**config.mk**
```make
export PLATFORM = sky130hd
export DESIGN_NAME = hub_port_disable_config
export DESIGN_NICKNAME = d
export VERILOG_FILES = /design/src/hw/port_off_pkg.sv /design/src/hw/hub_port_disable_config.sv
export SDC_FILE = /design/constraint.sdc
export NUM_CORES = 1
export LEC_CHECK = 0
export BUFFER_PORTS_ARGS = -buffer_cell sky130_fd_sc_hd__buf_2
export CORE_MARGIN = 2
export CORE_UTILIZATION = 45
export DETAILED_ROUTE_END_ITERATION = 7
export GPL_TIMING_DRIVEN = 0
export PLACE_DENSITY = 0.75
export SLEW_MARGIN = 5
export SYNTH_ARGS = -nofsm -noshare
export SYNTH_HDL_FRONTEND = slang
export SYNTH_SLANG_ARGS = --single-unit
```
**constraint.sdc**
```tcl
create_clock -name clk -period 2.95 [get_ports clk]
set_clock_uncertainty 0.1 [all_clocks]
set_input_delay 0.1475 -clock clk [delete_from_list [all_inputs] [get_ports clk]]
set_output_delay 0.1475 -clock clk [all_outputs]
set_load 0.03 [all_outputs]
```
**src/hw/port_off_pkg.sv**
```systemverilog
package port_off_pkg;

  localparam int unsigned NUM_PORTS   = 4;
  localparam int unsigned ADDR_W      = 8;
  localparam int unsigned DATA_W      = 8;

  // Register offsets
  localparam logic [7:0] OFF_SELF_POWER_PORT_OFF = 8'h0a;
  localparam logic [7:0] OFF_BUS_POWER_PORT_OFF  = 8'h0b;
  localparam logic [7:0] OFF_REMAP_CTRL          = 8'h20;
  localparam logic [7:0] OFF_PORT_STATUS         = 8'h21;

  // Field layout of the masks
  localparam int unsigned PORT_LSB    = 1;
  localparam int unsigned PORT_MSB    = 4;
  localparam logic [7:0]  MASK_VALID  = 8'h1e;

  // Remap control field
  localparam int unsigned REMAP_BIT   = 0;

  // Reset values
  localparam logic [7:0] RST_PORT_OFF = 8'h00;
  localparam logic       RST_REMAP    = 1'b0;

  typedef enum logic {
    MODE_STANDARD,
    MODE_REMAP
  } remap_mode_t;

  typedef struct packed {
    logic [7:0] addr;
    logic [7:0] wdata;
    logic       wr;
    logic       rd;
  } reg_req_t;

  typedef struct packed {
    logic [3:0] enabled;
    logic [2:0] count;
  } port_view_t;

endpackage
```
**src/hw/hub_port_disable_config.sv**
```systemverilog
// Notes on behaviour
// - Masks are eight bits; bits 4..1 map to ports 4..1, others reserved.
// - A mask bit of one disables its port; zero leaves it available.
// - Self-powered, standard mode: self-powered mask picks disabled ports.
// - A disabled port is hidden: host cannot enable or enumerate it.
// - Any disable pattern allowed; reported count equals enabled ports.
// - Remaining active ports are renumbered densely in ascending order.
// - Bus-powered mask has the same meaning as the self-powered mask.
// - Under default configuration the strap pins replace the masks.
// - Remap select: zero is standard mode, one is port mapping mode.
`timescale 1ns/1ps
module hub_port_disable_config
  import port_off_pkg::*;
#(
  parameter int unsigned PORTS = NUM_PORTS
) (
  input  wire logic             clk,
  input  wire logic             rst_n,
  input  wire logic [7:0]       reg_addr,
  input  wire logic [7:0]       reg_wdata,
  input  wire logic             reg_wr,
  input  wire logic             reg_rd,
  output logic      [7:0]       reg_rdata,
  input  wire logic             self_powered,
  input  wire logic             default_config,
  input  wire logic [PORTS:1]   port_off_strap_plus,
  input  wire logic [PORTS:1]   port_off_strap_minus,
  output logic      [PORTS:1]   port_enabled,
  output logic      [2:0]       port_count,
  output logic      [PORTS*3:1] logical_port_num,
  output logic                  port_remap_select
);

  reg_req_t req;
  assign req = '{addr: reg_addr, wdata: reg_wdata, wr: reg_wr, rd: reg_rd};

  logic [7:0]       self_power_port_off_mask_q;
  logic [7:0]       bus_power_port_off_mask_q;
  logic             remap_q;
  logic [7:0]       rdata_q;
  logic [PORTS:1]   enabled_q;
  logic [2:0]       count_q;
  logic [PORTS*3:1] lnum_q;

  // Address match shared by the write decode and the read select
  function automatic logic hit(
    input logic [7:0] a,
    input logic [7:0] off
  );
    return a == off;
  endfunction

  // Register decode
  wire wr_self  = req.wr && hit(req.addr, OFF_SELF_POWER_PORT_OFF);
  wire wr_bus   = req.wr && hit(req.addr, OFF_BUS_POWER_PORT_OFF);
  wire wr_remap = req.wr && hit(req.addr, OFF_REMAP_CTRL);

  // Reserved bits are not stored, so they always read back zero
  always_ff @(posedge clk or negedge rst_n) begin
    if (!rst_n) begin
      self_power_port_off_mask_q <= RST_PORT_OFF;
      bus_power_port_off_mask_q  <= RST_PORT_OFF;
      remap_q                    <= RST_REMAP;
    end else begin
      if (wr_self)
        self_power_port_off_mask_q <= req.wdata & MASK_VALID;
      if (wr_bus)
        bus_power_port_off_mask_q <= req.wdata & MASK_VALID;
      if (wr_remap)
        remap_q <= req.wdata[REMAP_BIT];
    end
  end

  remap_mode_t mode;
  assign mode = remap_q ? MODE_REMAP : MODE_STANDARD;

  // Mask selection follows the current power source without latching
  wire [7:0] sw_mask = self_powered ? self_power_port_off_mask_q
                                    : bus_power_port_off_mask_q;
  // Either strap of a pair disables the port
  wire [PORTS:1] strap_off = port_off_strap_plus | port_off_strap_minus;
  // Remap mode disables nothing here; its mapping lives elsewhere
  wire [PORTS:1] off_sel = default_config ? strap_off
                         : (mode == MODE_STANDARD) ? sw_mask[PORTS:1]
                         : '0;
  wire [PORTS:1] en_d = ~off_sel;

  // Dense renumbering: logical number is one plus enabled ports below
  logic [PORTS*3:1] lnum_d;
  logic [2:0]       cnt_d;
  always_comb begin
    logic [2:0] run;
    run = 3'h0;
    lnum_d = '0;
    for (int i = 1; i <= PORTS; i++) begin
      if (en_d[i]) begin
        run = run + 3'h1;
        lnum_d[(i-1)*3+1 +: 3] = run;
      end
    end
    cnt_d = run;
  end

  wire [7:0] status = {1'b0, cnt_d, en_d};

  // Unmapped addresses read zero so software can probe safely
  wire [7:0] rd_mux =
    hit(req.addr, OFF_SELF_POWER_PORT_OFF) ? self_power_port_off_mask_q :
    hit(req.addr, OFF_BUS_POWER_PORT_OFF)  ? bus_power_port_off_mask_q  :
    hit(req.addr, OFF_REMAP_CTRL)          ? {7'h00, remap_q}           :
    hit(req.addr, OFF_PORT_STATUS)         ? status                     :
    8'h00;

  always_ff @(posedge clk or negedge rst_n) begin
    if (!rst_n) begin
      rdata_q   <= 8'h00;
      enabled_q <= '0;
      count_q   <= 3'h0;
      lnum_q    <= '0;
    end else begin
      rdata_q   <= req.rd ? rd_mux : 8'h00;
      enabled_q <= en_d;
      count_q   <= cnt_d;
      lnum_q    <= lnum_d;
    end
  end

  assign reg_rdata         = rdata_q;
  assign port_enabled      = enabled_q;
  assign port_count        = count_q;
  assign logical_port_num  = lnum_q;
  assign port_remap_select = remap_q;

  chk_mask_reserved_zero: assert property (
    @(posedge clk) disable iff (!rst_n)
    (self_power_port_off_mask_q & ~MASK_VALID) == 8'h00 &&
    (bus_power_port_off_mask_q & ~MASK_VALID) == 8'h00)
    else $error("reserved mask bit set");

  chk_write_self: assert property (
    @(posedge clk) disable iff (!rst_n)
    wr_self
    |=> self_power_port_off_mask_q == ($past(reg_wdata) & MASK_VALID))
    else $error("self mask write lost");

  chk_write_bus: assert property (
    @(posedge clk) disable iff (!rst_n)
    wr_bus
    |=> bus_power_port_off_mask_q == ($past(reg_wdata) & MASK_VALID))
    else $error("bus mask write lost");

  chk_hold_self: assert property (
    @(posedge clk) disable iff (!rst_n)
    !wr_self |=> $stable(self_power_port_off_mask_q))
    else $error("self mask changed without write");

  chk_hold_bus: assert property (
    @(posedge clk) disable iff (!rst_n)
    !wr_bus |=> $stable(bus_power_port_off_mask_q))
    else $error("bus mask changed without write");

  chk_self_mask_used: assert property (
    @(posedge clk) disable iff (!rst_n)
    !default_config && self_powered && !remap_q
    |=> port_enabled == ~$past(self_power_port_off_mask_q[PORTS:1]))
    else $error("self mask not applied");

  chk_bus_mask_used: assert property (
    @(posedge clk) disable iff (!rst_n)
    !default_config && !self_powered && !remap_q
    |=> port_enabled == ~$past(bus_power_port_off_mask_q[PORTS:1]))
    else $error("bus mask not applied");

  chk_strap_used: assert property (
    @(posedge clk) disable iff (!rst_n)
    default_config |=> port_enabled ==
      ~($past(port_off_strap_plus) | $past(port_off_strap_minus)))
    else $error("straps not applied");

  chk_remap_all_on: assert property (
    @(posedge clk) disable iff (!rst_n)
    !default_config && remap_q |=> &port_enabled)
    else $error("remap mode disabled a port");

  chk_count_match: assert property (
    @(posedge clk) disable iff (!rst_n)
    port_count == 3'($countones(port_enabled)))
    else $error("port count mismatch");

  chk_count_range: assert property (
    @(posedge clk) disable iff (!rst_n)
    port_count <= PORTS)
    else $error("port count out of range");

  chk_disabled_zero: assert property (
    @(posedge clk) disable iff (!rst_n)
    !port_enabled[1] |-> logical_port_num[3:1] == 3'h0)
    else $error("disabled port numbered");

  chk_renum_first: assert property (
    @(posedge clk) disable iff (!rst_n)
    port_enabled[1] |-> logical_port_num[3:1] == 3'h1)
    else $error("port 1 numbering wrong");

  chk_renum_last: assert property (
    @(posedge clk) disable iff (!rst_n)
    port_enabled[PORTS] |-> logical_port_num[PORTS*3 -: 3] == port_count)
    else $error("last port numbering wrong");

  // Every physical port checked on its own field
  for (genvar g = 1; g <= PORTS; g++) begin : g_port_chk
    chk_port_off_zero: assert property (
      @(posedge clk) disable iff (!rst_n)
      !port_enabled[g] |-> logical_port_num[3*g -: 3] == 3'h0)
      else $error("disabled port carries a number");

    chk_port_dense: assert property (
      @(posedge clk) disable iff (!rst_n)
      port_enabled[g]
      |-> logical_port_num[3*g -: 3] == 3'($countones(port_enabled[g:1])))
      else $error("port number not dense");
  end

  chk_remap_write: assert property (
    @(posedge clk) disable iff (!rst_n)
    wr_remap |=> port_remap_select == $past(reg_wdata[REMAP_BIT]))
    else $error("remap select not written");

  chk_read_mask: assert property (
    @(posedge clk) disable iff (!rst_n)
    reg_rd && reg_addr == OFF_SELF_POWER_PORT_OFF
    |=> reg_rdata == $past(self_power_port_off_mask_q))
    else $error("mask readback wrong");

  chk_read_bus_mask: assert property (
    @(posedge clk) disable iff (!rst_n)
    reg_rd && reg_addr == OFF_BUS_POWER_PORT_OFF
    |=> reg_rdata == $past(bus_power_port_off_mask_q))
    else $error("bus mask readback wrong");

  chk_read_remap: assert property (
    @(posedge clk) disable iff (!rst_n)
    reg_rd && reg_addr == OFF_REMAP_CTRL
    |=> reg_rdata == {7'h00, port_remap_select})
    else $error("remap readback wrong");

  // Status and port outputs come from the same cycle's decode
  chk_read_status: assert property (
    @(posedge clk) disable iff (!rst_n)
    reg_rd && reg_addr == OFF_PORT_STATUS
    |=> reg_rdata == {1'b0, port_count, port_enabled})
    else $error("status readback wrong");

  chk_rdata_idle: assert property (
    @(posedge clk) disable iff (!rst_n)
    !reg_rd |=> reg_rdata == 8'h00)
    else $error("read data outside read slot");

endmodule

```
### Word-level counts from Yosys, hierarchy flattened

Cells that the tools add are included.

| storage, ports and cells | value |
|---|---|
| bits in registers | 35 |
| bits of input ports | 30 |
| output and inout port bits | 28 |
| logic and storage cells | 35 |

| operators by class | value |
|---|---|
| $add $sub $neg | 3 |
| eq/ne operators | 4 |
| multiplexer cells | 16 |
| bitwise operators | 2 |
| reduce and logical (&&, ||, !) cells | 3 |

Operators with widths:

| cell | number |
|---|---|
| $mux W7 | 5 |
| $eq A8 B4 Y1 const B | 2 |
| $eq A8 B6 Y1 const B | 2 |
| $mux W3 | 5 |
| $mux W4 | 2 |
| $add A3 B1 Y3 const B | 2 |
| $mux W5 | 1 |
| $not A4 Y4 | 1 |
| $or A4 B4 Y4 | 1 |
| $logic_and A1 B1 Y1 | 3 |
| $add A1 B1 Y2 const B | 1 |
| $mux W1 | 2 |
| $mux W2 | 1 |

### Logic depth before layout (Yosys ltp)

Gate-level depths: netlist of the first run.

| depth | value |
|---|---|
| word-level depth | 16 |
| gate-level depth with buffers | 12 |
| gate-level depth less buffers | 11 |

### Least setup slack after synthesis of the first run

No wires, ideal clock.

| timing path | value |
|---|---|
| kind | register to register |
| from | reg remap_q, in the netlist port_remap_select |
| to | reg rdata_q[6], in the netlist reg_rdata[6] |
| library setup time | 118 ps |
| arrival time | 2294 ps |
| data required time | 2732 ps |
| path slack | 437 ps |
| cell stages (with the launch flop) | 12 |
| path buffers | 1 |
| period minus slack after synthesis | 2513 ps |
| cells stage by stage | dfrtp_1 or2_1 clkbuf_2 o21ai_0 ha_1 inv_1 ha_1 inv_1 ha_1 o211ai_1 xnor2_1 and2b_1 |

| between the ends | value |
|---|---|
| longest elaborated chain between the ends | 16 |

Ends and longest elaborated chain:

| element | line | source |
|---|---|---|
| start: declaration | hub_port_disable_config.sv:39 | `logic remap_q;` |
| start signal: assignment | hub_port_disable_config.sv:70 | `remap_q <= req.wdata[REMAP_BIT];` |
| $mux W1 * | hub_port_disable_config.sv:75 | `assign mode = remap_q ? MODE_REMAP : MODE_STANDARD;` |
| $mux W4 * | hub_port_disable_config.sv:84 | `: (mode == MODE_STANDARD) ? sw_mask[PORTS:1]` |
| $mux W4 * | hub_port_disable_config.sv:83 | `wire [PORTS:1] off_sel = default_config ? strap_off` |
| $not A4 Y4 * | hub_port_disable_config.sv:86 | `wire [PORTS:1] en_d = ~off_sel;` |
| $mux W1 | hub_port_disable_config.sv:96 | `if (en_d[i]) begin` |
| $add A1 B1 Y2 | hub_port_disable_config.sv:97 | `run = run + 3'h1;` |
| $mux W2 | hub_port_disable_config.sv:96 |  |
| $add A3 B1 Y3 | hub_port_disable_config.sv:97 |  |
| $mux W3 | hub_port_disable_config.sv:96 |  |
| $add A3 B1 Y3 | hub_port_disable_config.sv:97 |  |
| $mux W3 * | hub_port_disable_config.sv:96 |  |
| named net cnt_d[2] | hub_port_disable_config.sv:90 | `logic [2:0] cnt_d;` |
| $mux W7 * | hub_port_disable_config.sv:111 | `hit(req.addr, OFF_PORT_STATUS) ? status :` |
| $mux W7 * | hub_port_disable_config.sv:110 | `hit(req.addr, OFF_REMAP_CTRL) ? {7'h00, remap_q} :` |
| $mux W7 * | hub_port_disable_config.sv:109 | `hit(req.addr, OFF_BUS_POWER_PORT_OFF) ? bus_power_port_off_mask_q :` |
| $mux W7 * | hub_port_disable_config.sv:108 | `hit(req.addr, OFF_SELF_POWER_PORT_OFF) ? self_power_port_off_mask_q :` |
| $mux W7 * | hub_port_disable_config.sv:121 | `rdata_q <= req.rd ? rd_mux : 8'h00;` |
| end signal: assignment | hub_port_disable_config.sv:121 |  |
| end: declaration | hub_port_disable_config.sv:40 | `logic [7:0] rdata_q;` |

The timed path passes the listed nets; every way through them passes the cells marked *.
A chain may end at the register's enable or synchronous reset.

### Final worst setup path of the first run

Ends and elaborated chain as after synthesis.

==> results of run 1 <==
[power breakdown]
part / leakage [nW] / switching (mW) / internal [mW]
registers: 0.403 / 0.0104 / 0.456
logic: 0.590 / 0.137 / 0.0763
clock network: 0.0386 / 0.134 / 0.140
total: 1.03 / 0.282 / 0.672
[registers in the layout, summed over array words and instances (netlist names)]
signal                      cells
port_remap_select               1
port_enabled                    4
self_power_port_off_mask_q      4
bus_power_port_off_mask_q       4
reg_rdata                       7
port_count                      3
logical_port_num                8
[cell families (layout without fill, tap and decap cells)]
kind of cell             after synthesis  after routing  synth area share
AO/OA/AOI/OAI                         23             23             0.108
XOR/XNOR                               2              2            0.0120
adder cells (fa/ha/maj)                6              6            0.0514
buffers and inverters                 17             81            0.0582
flip-flops                            31             31             0.531
multiplexers                          14             14             0.114
other                                  1              4           0.00257
AND/OR/NAND/NOR                       24             24             0.123
[critical path, stage by stage (launching register included)]
cell	delay [ns]
dfrtp_1	0.42
or2_1	0.21
clkbuf_2	0.15
o21ai_0	0.33
ha_1	0.31
inv_1	0.06
ha_1	0.24
inv_1	0.06
ha_1	0.17
o211ai_1	0.11
xnor2_1	0.16
and2b_1	0.17
[layout by cell type, fill, tap and decap left out, types with 5 or more instances in the layout]
cell,n
clkbuf_4,5
mux2_2,5
o21ai_0,7
inv_1,9
nor2_1,5
dfrtp_1,31
mux2i_1,5
ha_1,6
dlygate4sd3_1,7
buf_2,49
buf_4,5
[how the worst max path moves through the flow]
stage,cells past startpoint,to,startpoint
2_1_floorplan,11,reg_rdata[6]$_DFF_PN0_,port_remap_select$_DFFE_PN0P_
3_3_place_gp,11,reg_rdata[6]$_DFF_PN0_,port_remap_select$_DFFE_PN0P_
3_5_place_dp,11,reg_rdata[6]$_DFF_PN0_,port_remap_select$_DFFE_PN0P_
4_1_cts,11,reg_rdata[6]$_DFF_PN0_,port_remap_select$_DFFE_PN0P_
5_1_grt,11,reg_rdata[6]$_DFF_PN0_,port_remap_select$_DFFE_PN0P_
6_report,11,reg_rdata[6]$_DFF_PN0_,port_remap_select$_DFFE_PN0P_
[per-stage QoR]
stage / area, um2 / cells / hold WS (ns) / worst slack, ns
after CTS: 1910 / 229 / 0.0282 / 0.315
after global placement: 1770 / 214 / 0.0943 / 0.408
final: 1910 / 229 / 0.0278 / 0.347
after global routing: 1910 / 229 / 0.0409 / 0.156
after floorplan: 1470 / 121 / -0.248 / 0.437
after detailed placement: 1770 / 214 / 0.111 / 0.346
[cell usage after synthesis]
library cell  instances  share of area
nand4bb_4             1          0.019
nor4b_2               1          0.010
buf_4                 5          0.026
nand4b_1              1         0.0060
nor2b_1               3          0.013
o211ai_1              3          0.015
nor2_1                5          0.013
conb_1                1         0.0026
a21oi_1               2         0.0068
clkbuf_2              2         0.0068
nor2_8                1          0.014
o21a_1                2          0.010
dfrtp_1              31           0.53
and2b_1               1         0.0051
inv_1                 9          0.023
or2_1                 1         0.0043
nand4_1               1         0.0043
o211a_1               3          0.021
nor3_2                1         0.0068
mux2i_1               5          0.034
nand2_1               4          0.010
clkbuf_1              1         0.0026
or4_4                 1         0.0077
o311ai_0              1         0.0060
o21ai_0               7          0.024
nand3_1               3          0.010
ha_1                  6          0.051
o22ai_1               3          0.013
a31oi_1               1         0.0043
o2111a_1              1         0.0077
mux2_2                5          0.039
mux2_4                4          0.041
xnor2_1               2          0.012
[metal layers]
layer,global-route usage,vias to the layer above,share of wire
li1,-,540,-
met1,0.197,510,0.40
met2,0.333,49,0.50
met3,0.0640,11,0.072
met4,0.0745,0,0.027
met5,0,-,0
[final cells by class]
| class | instances | area, um2 |
|---|---|---|
| plain buffers | 8 | 51.3 |
| clock buffers | 8 | 68.8 |
| fillers | 256 | 1170 |
| inverters | 9 | 33.8 |
| multi-input cells | 73 | 612 |
| flip-flops and latches | 31 | 776 |
| well taps | 44 | 55.1 |
| repair buffers | 56 | 315 |
==> out/qor.txt, run 1 <==
status - finished, final reports clean
VDD IR-drop max - 276 uV
initial antenna violation count - 0
Yosys Warn Count - 0
First-pass DRT Iterations - 4
FF-to-FF path depth - 11
Max Freq - 384 MHz
final critical-path share of the clock period - 0.883
crit path kind - reg -> reg
drt wl/cell - 13.0 um
Crit. End Element - flip-flop
#FFs+latches synth - 31
r2r setup slk - 0.35 ns
drt drc - 0
Max Slew Vio Count - 0
vias - 1110
cts hold-fix bufs - 7
Hold Path Sink - reg_rdata[0]$_DFF_PN0_
post-route ant nets - 0
Post-DP HPWL - 2380 um
Util after Layout - 0.621
initial core utilization - 0.475
global-route wire length before repair - 4840 um
CTS tree - built
1st-iter DRT viols - 13
H-tree Lvls - 2
# setup viols final - 0
Mapped Cells - 118
n_diodes - 0
IO Pins - 58
largest net degree at the start of global routing - 32
share of cells above drive strength 1 - 0.416
post-DR vias/cell - 4.85
Mean Syn Cell Area - 12.4 um2
global-route usage over all layers - 0.185
Reg-to-Reg End - reg_rdata[6]$_DFF_PN0_
area of the core - 0.00308 mm2
hold path cells - 4
routed wire length - 2980 um
num rows - 20
post-route minimum period - 2.60 ns
Max Cap Violations - 0
Die W - 61.0 um
Startpoint Class - flip-flop
number of CTS-inserted buffers - 5
setup TNS - 0 ns
Slew headroom - 0.551
Static Leak - 1.03 nW
root buf cell - clkbuf_4
Die Y - 61.0 um
Seq/Total Area, Yosys - 0.531
Synth-to-Final Area Change - 30.8%
Req. time, crit path - 3.06 ns
GP Congestion - 0.725
grt total ovfl - 0
pwr dens - 499 mW/mm2
Layout Nets - 220
Post-CTS Setup Bufs - 0
cts repair resizes - 0
Die ar. - 0.00372 mm2
Tot Pwr - 954 uW
Skew-Pair Late Insertion Delay - 0.33 ns
synthesized area - 0.00146 mm2
final hold violation count - 0
clk slew on worst S/H paths - 0.10 ns
crit path DAT - 2.72 ns
R2R Path Start - port_remap_select$_DFFE_PN0P_
vias in the first global route - 1103
Hold Path Class - in -> reg
hold path startpoint - reg_addr[6]
worst-path maximum fanout - 7
# port buffers - 49
unrepaired setup endpoints after global routing - false
Slew @ Worst Pin - 0.673 ns
clock tree sinks - 31
Netlist cell types - 33
clk buf depth - 2
(Power assumes the default switching activity.)
==> run 2: changes to the inputs <==
--- a/config.mk
+++ b/config.mk
@@ -6,10 +6,12 @@
 export NUM_CORES = 1
 export LEC_CHECK = 0
 export BUFFER_PORTS_ARGS = -buffer_cell sky130_fd_sc_hd__buf_2
+export CORE_ASPECT_RATIO = 0.7
 export CORE_MARGIN = 2
 export CORE_UTILIZATION = 45
 export DETAILED_ROUTE_END_ITERATION = 7
 export GPL_TIMING_DRIVEN = 0
+export MAX_ROUTING_LAYER = met4
 export PLACE_DENSITY = 0.75
 export SLEW_MARGIN = 5
 export SYNTH_ARGS = -nofsm -noshare
==> run 2 against run 1 <==
  * Count of clock-buffer cells in the layout fell by 2
  * Total power rose by 5.6%
  * Utilization fell by 2.2 points
  * Sequential share of layout area rose by 0.84 points
==> out/qor.txt, run 2 (synthesis results as in run 1) <==
Slew @ Worst Pin - 0.679 ns (+0.00648 ns)
initial core utilization - 0.467 (-0.00741)
post-DR vias/cell - 5.02 (+3.5%)
status - finished, final reports clean
Final WS setup - 0.291 ns (-0.0551 ns)
vias in the first global route - 1052 (-4.6%)
FF-to-FF path depth - 11 (unchanged)
Skew-Pair Late Insertion Delay - 0.28 ns (-0.05 ns)
share of cells above drive strength 1 - 0.430 (+0.0140)
Synth-to-Final Area Change - 28.2%
post-route ant nets - 0 (unchanged)
Max Freq - 376 MHz (-2.1%)
global-route wire length before repair - 4860 um (+0.43%)
Layout Nets - 215 (-2.3%)
Die ar. - 0.00373 mm2 (+0.20%)
GP Congestion - 0.826 (+14%)
drt drc - 0 (unchanged)
Static Leak - 1.02 nW (-1.2%)
Die W - 72.1 um (+18%)
final critical-path share of the clock period - 0.901 (+0.0187)
1st-iter DRT viols - 77 (+64)
Hold Path Class - in -> reg
crit path DAT - 2.73 ns (about the same)
area of the core - 0.00313 mm2 (+1.6%)
worst hold slack - 0.00924 ns (-0.0185 ns)
H-tree Lvls - 2 (unchanged)
Setup WS pre-CTS - 0.283 ns (-0.0625 ns)
VDD IR-drop max - 259 uV (-6.0%)
commonest non-fill, non-tap cell in the layout - buf_2
Req. time, crit path - 3.02 ns (-0.04 ns)
num rows - 17 (-15%)
max reg flops - 8 (unchanged)
grt total ovfl - 0 (unchanged)
CTS tree - built
Max Cap Violations - 0 (unchanged)
Post-DP HPWL - 2460 um (+3.1%)
Startpoint Class - flip-flop
setup TNS - 0 ns (unchanged)
# port buffers - 49 (unchanged)
unrepaired setup endpoints after global routing - false
hold path cells - 2 (-2)
Slew headroom - 0.547 (-0.00432)
First-pass DRT Iterations - 4 (unchanged)
Crit. End Element - flip-flop
initial antenna violation count - 0 (unchanged)
largest net degree at the start of global routing - 32 (unchanged)
drt wl/cell - 14.3 um (+10%)
routed wire length - 3110 um (+4.2%)
vias - 1089 (-1.9%)
number of CTS-inserted buffers - 5 (unchanged)
root buf cell - clkbuf_8
cts hold-fix bufs - 2 (-5)
most frequent cells in the layout - buf_2, dfrtp_1, inv_1
Max Slew Vio Count - 0 (unchanged)
worst-path maximum fanout - 7 (unchanged)
clk slew on worst S/H paths - 0.06 ns (-0.04 ns)
cts repair resizes - 0 (unchanged)
clk buf depth - 2 (unchanged)
Util after Layout - 0.599 (-0.0221)
IO Pins - 58 (unchanged)
post-route minimum period - 2.66 ns (+0.0551 ns)
n_diodes - 0 (unchanged)
final hold violation count - 0 (unchanged)
crit path kind - reg -> reg
# setup viols final - 0 (unchanged)
clock tree sinks - 31 (unchanged)
global-route usage over all layers - 0.185 (about the same)
Post-CTS Setup Bufs - 0 (unchanged)
pwr dens - 537 mW/mm2 (+7.7%)
Die Y - 51.7 um (-15%)
run 2: path summary, 6_finish.rpt:
| check | startpoint | endpoint | slack, ns |
|---|---|---|---|
| min in group asynchronous | rst_n | logical_port_num[9]$_DFF_PN0_ | 0.34 |
| hold reg to reg | self_power_port_off_mask_q[4]$_DFFE_PN0P_ | self_power_port_off_mask_q[4]$_DFFE_PN0P_ | 0.44 |
| max in group asynchronous | rst_n | reg_rdata[1]$_DFF_PN0_ | 1.97 |
| setup reg to reg | port_remap_select$_DFFE_PN0P_ | reg_rdata[6]$_DFF_PN0_ | 0.29 |
| setup / recovery | port_remap_select$_DFFE_PN0P_ | reg_rdata[6]$_DFF_PN0_ | 0.29 |
| hold / removal | reg_wdata[3] | bus_power_port_off_mask_q[3]$_DFFE_PN0P_ | 0.009 |
run 2: metal layers:
| layer | global-route usage | vias up | share of wire |
|---|---|---|---|
| met2 | 0.280 | 51 | 0.46 |
| met3 | 0.0543 | 11 | 0.084 |
| met1 | 0.228 | 497 | 0.43 |
| met5 | - | - | 0 |
| li1 | - | 530 | - |
| met4 | 0.0943 | 0 | 0.026 |
run 2: worst max-delay path, cell delays in order, from the launching register on:
cell	delay [ns]
dfrtp_1	0.41
or2_1	0.21
clkbuf_2	0.15
o21ai_0	0.36
ha_1	0.32
inv_1	0.07
ha_1	0.24
inv_1	0.07
ha_1	0.18
o211ai_1	0.11
xnor2_1	0.16
and2b_1	0.17
run 2: metrics by stage:
step / instance area [um2] / std cells / power (mW)
2_1_floorplan: 1470 / 121 / 0.609
3_3_place_gp: 1770 / 208 / 0.676
3_5_place_dp: 1770 / 208 / 0.686
4_1_cts: 1870 / 217 / 1.01
5_1_grt: 1870 / 217 / 1.05
6_report: 1870 / 217 / 1.01
run 2: layout make-up:
type	count	area (um2)
clock inverters	1	5.00
clock buffers	6	82.6
flip-flops and latches	31	776
inverters	9	33.8
repair buffers	51	265
well taps	38	47.5
fillers	260	1250
plain buffers	8	51.3
multi-input cells	73	612
run 2: power breakdown:
part	leakage [nW]	total, mW	switching [mW]	internal [mW]
combinational	0.569	0.212	0.139	0.0723
sequential	0.403	0.468	0.0117	0.457
clock	0.0470	0.327	0.144	0.182
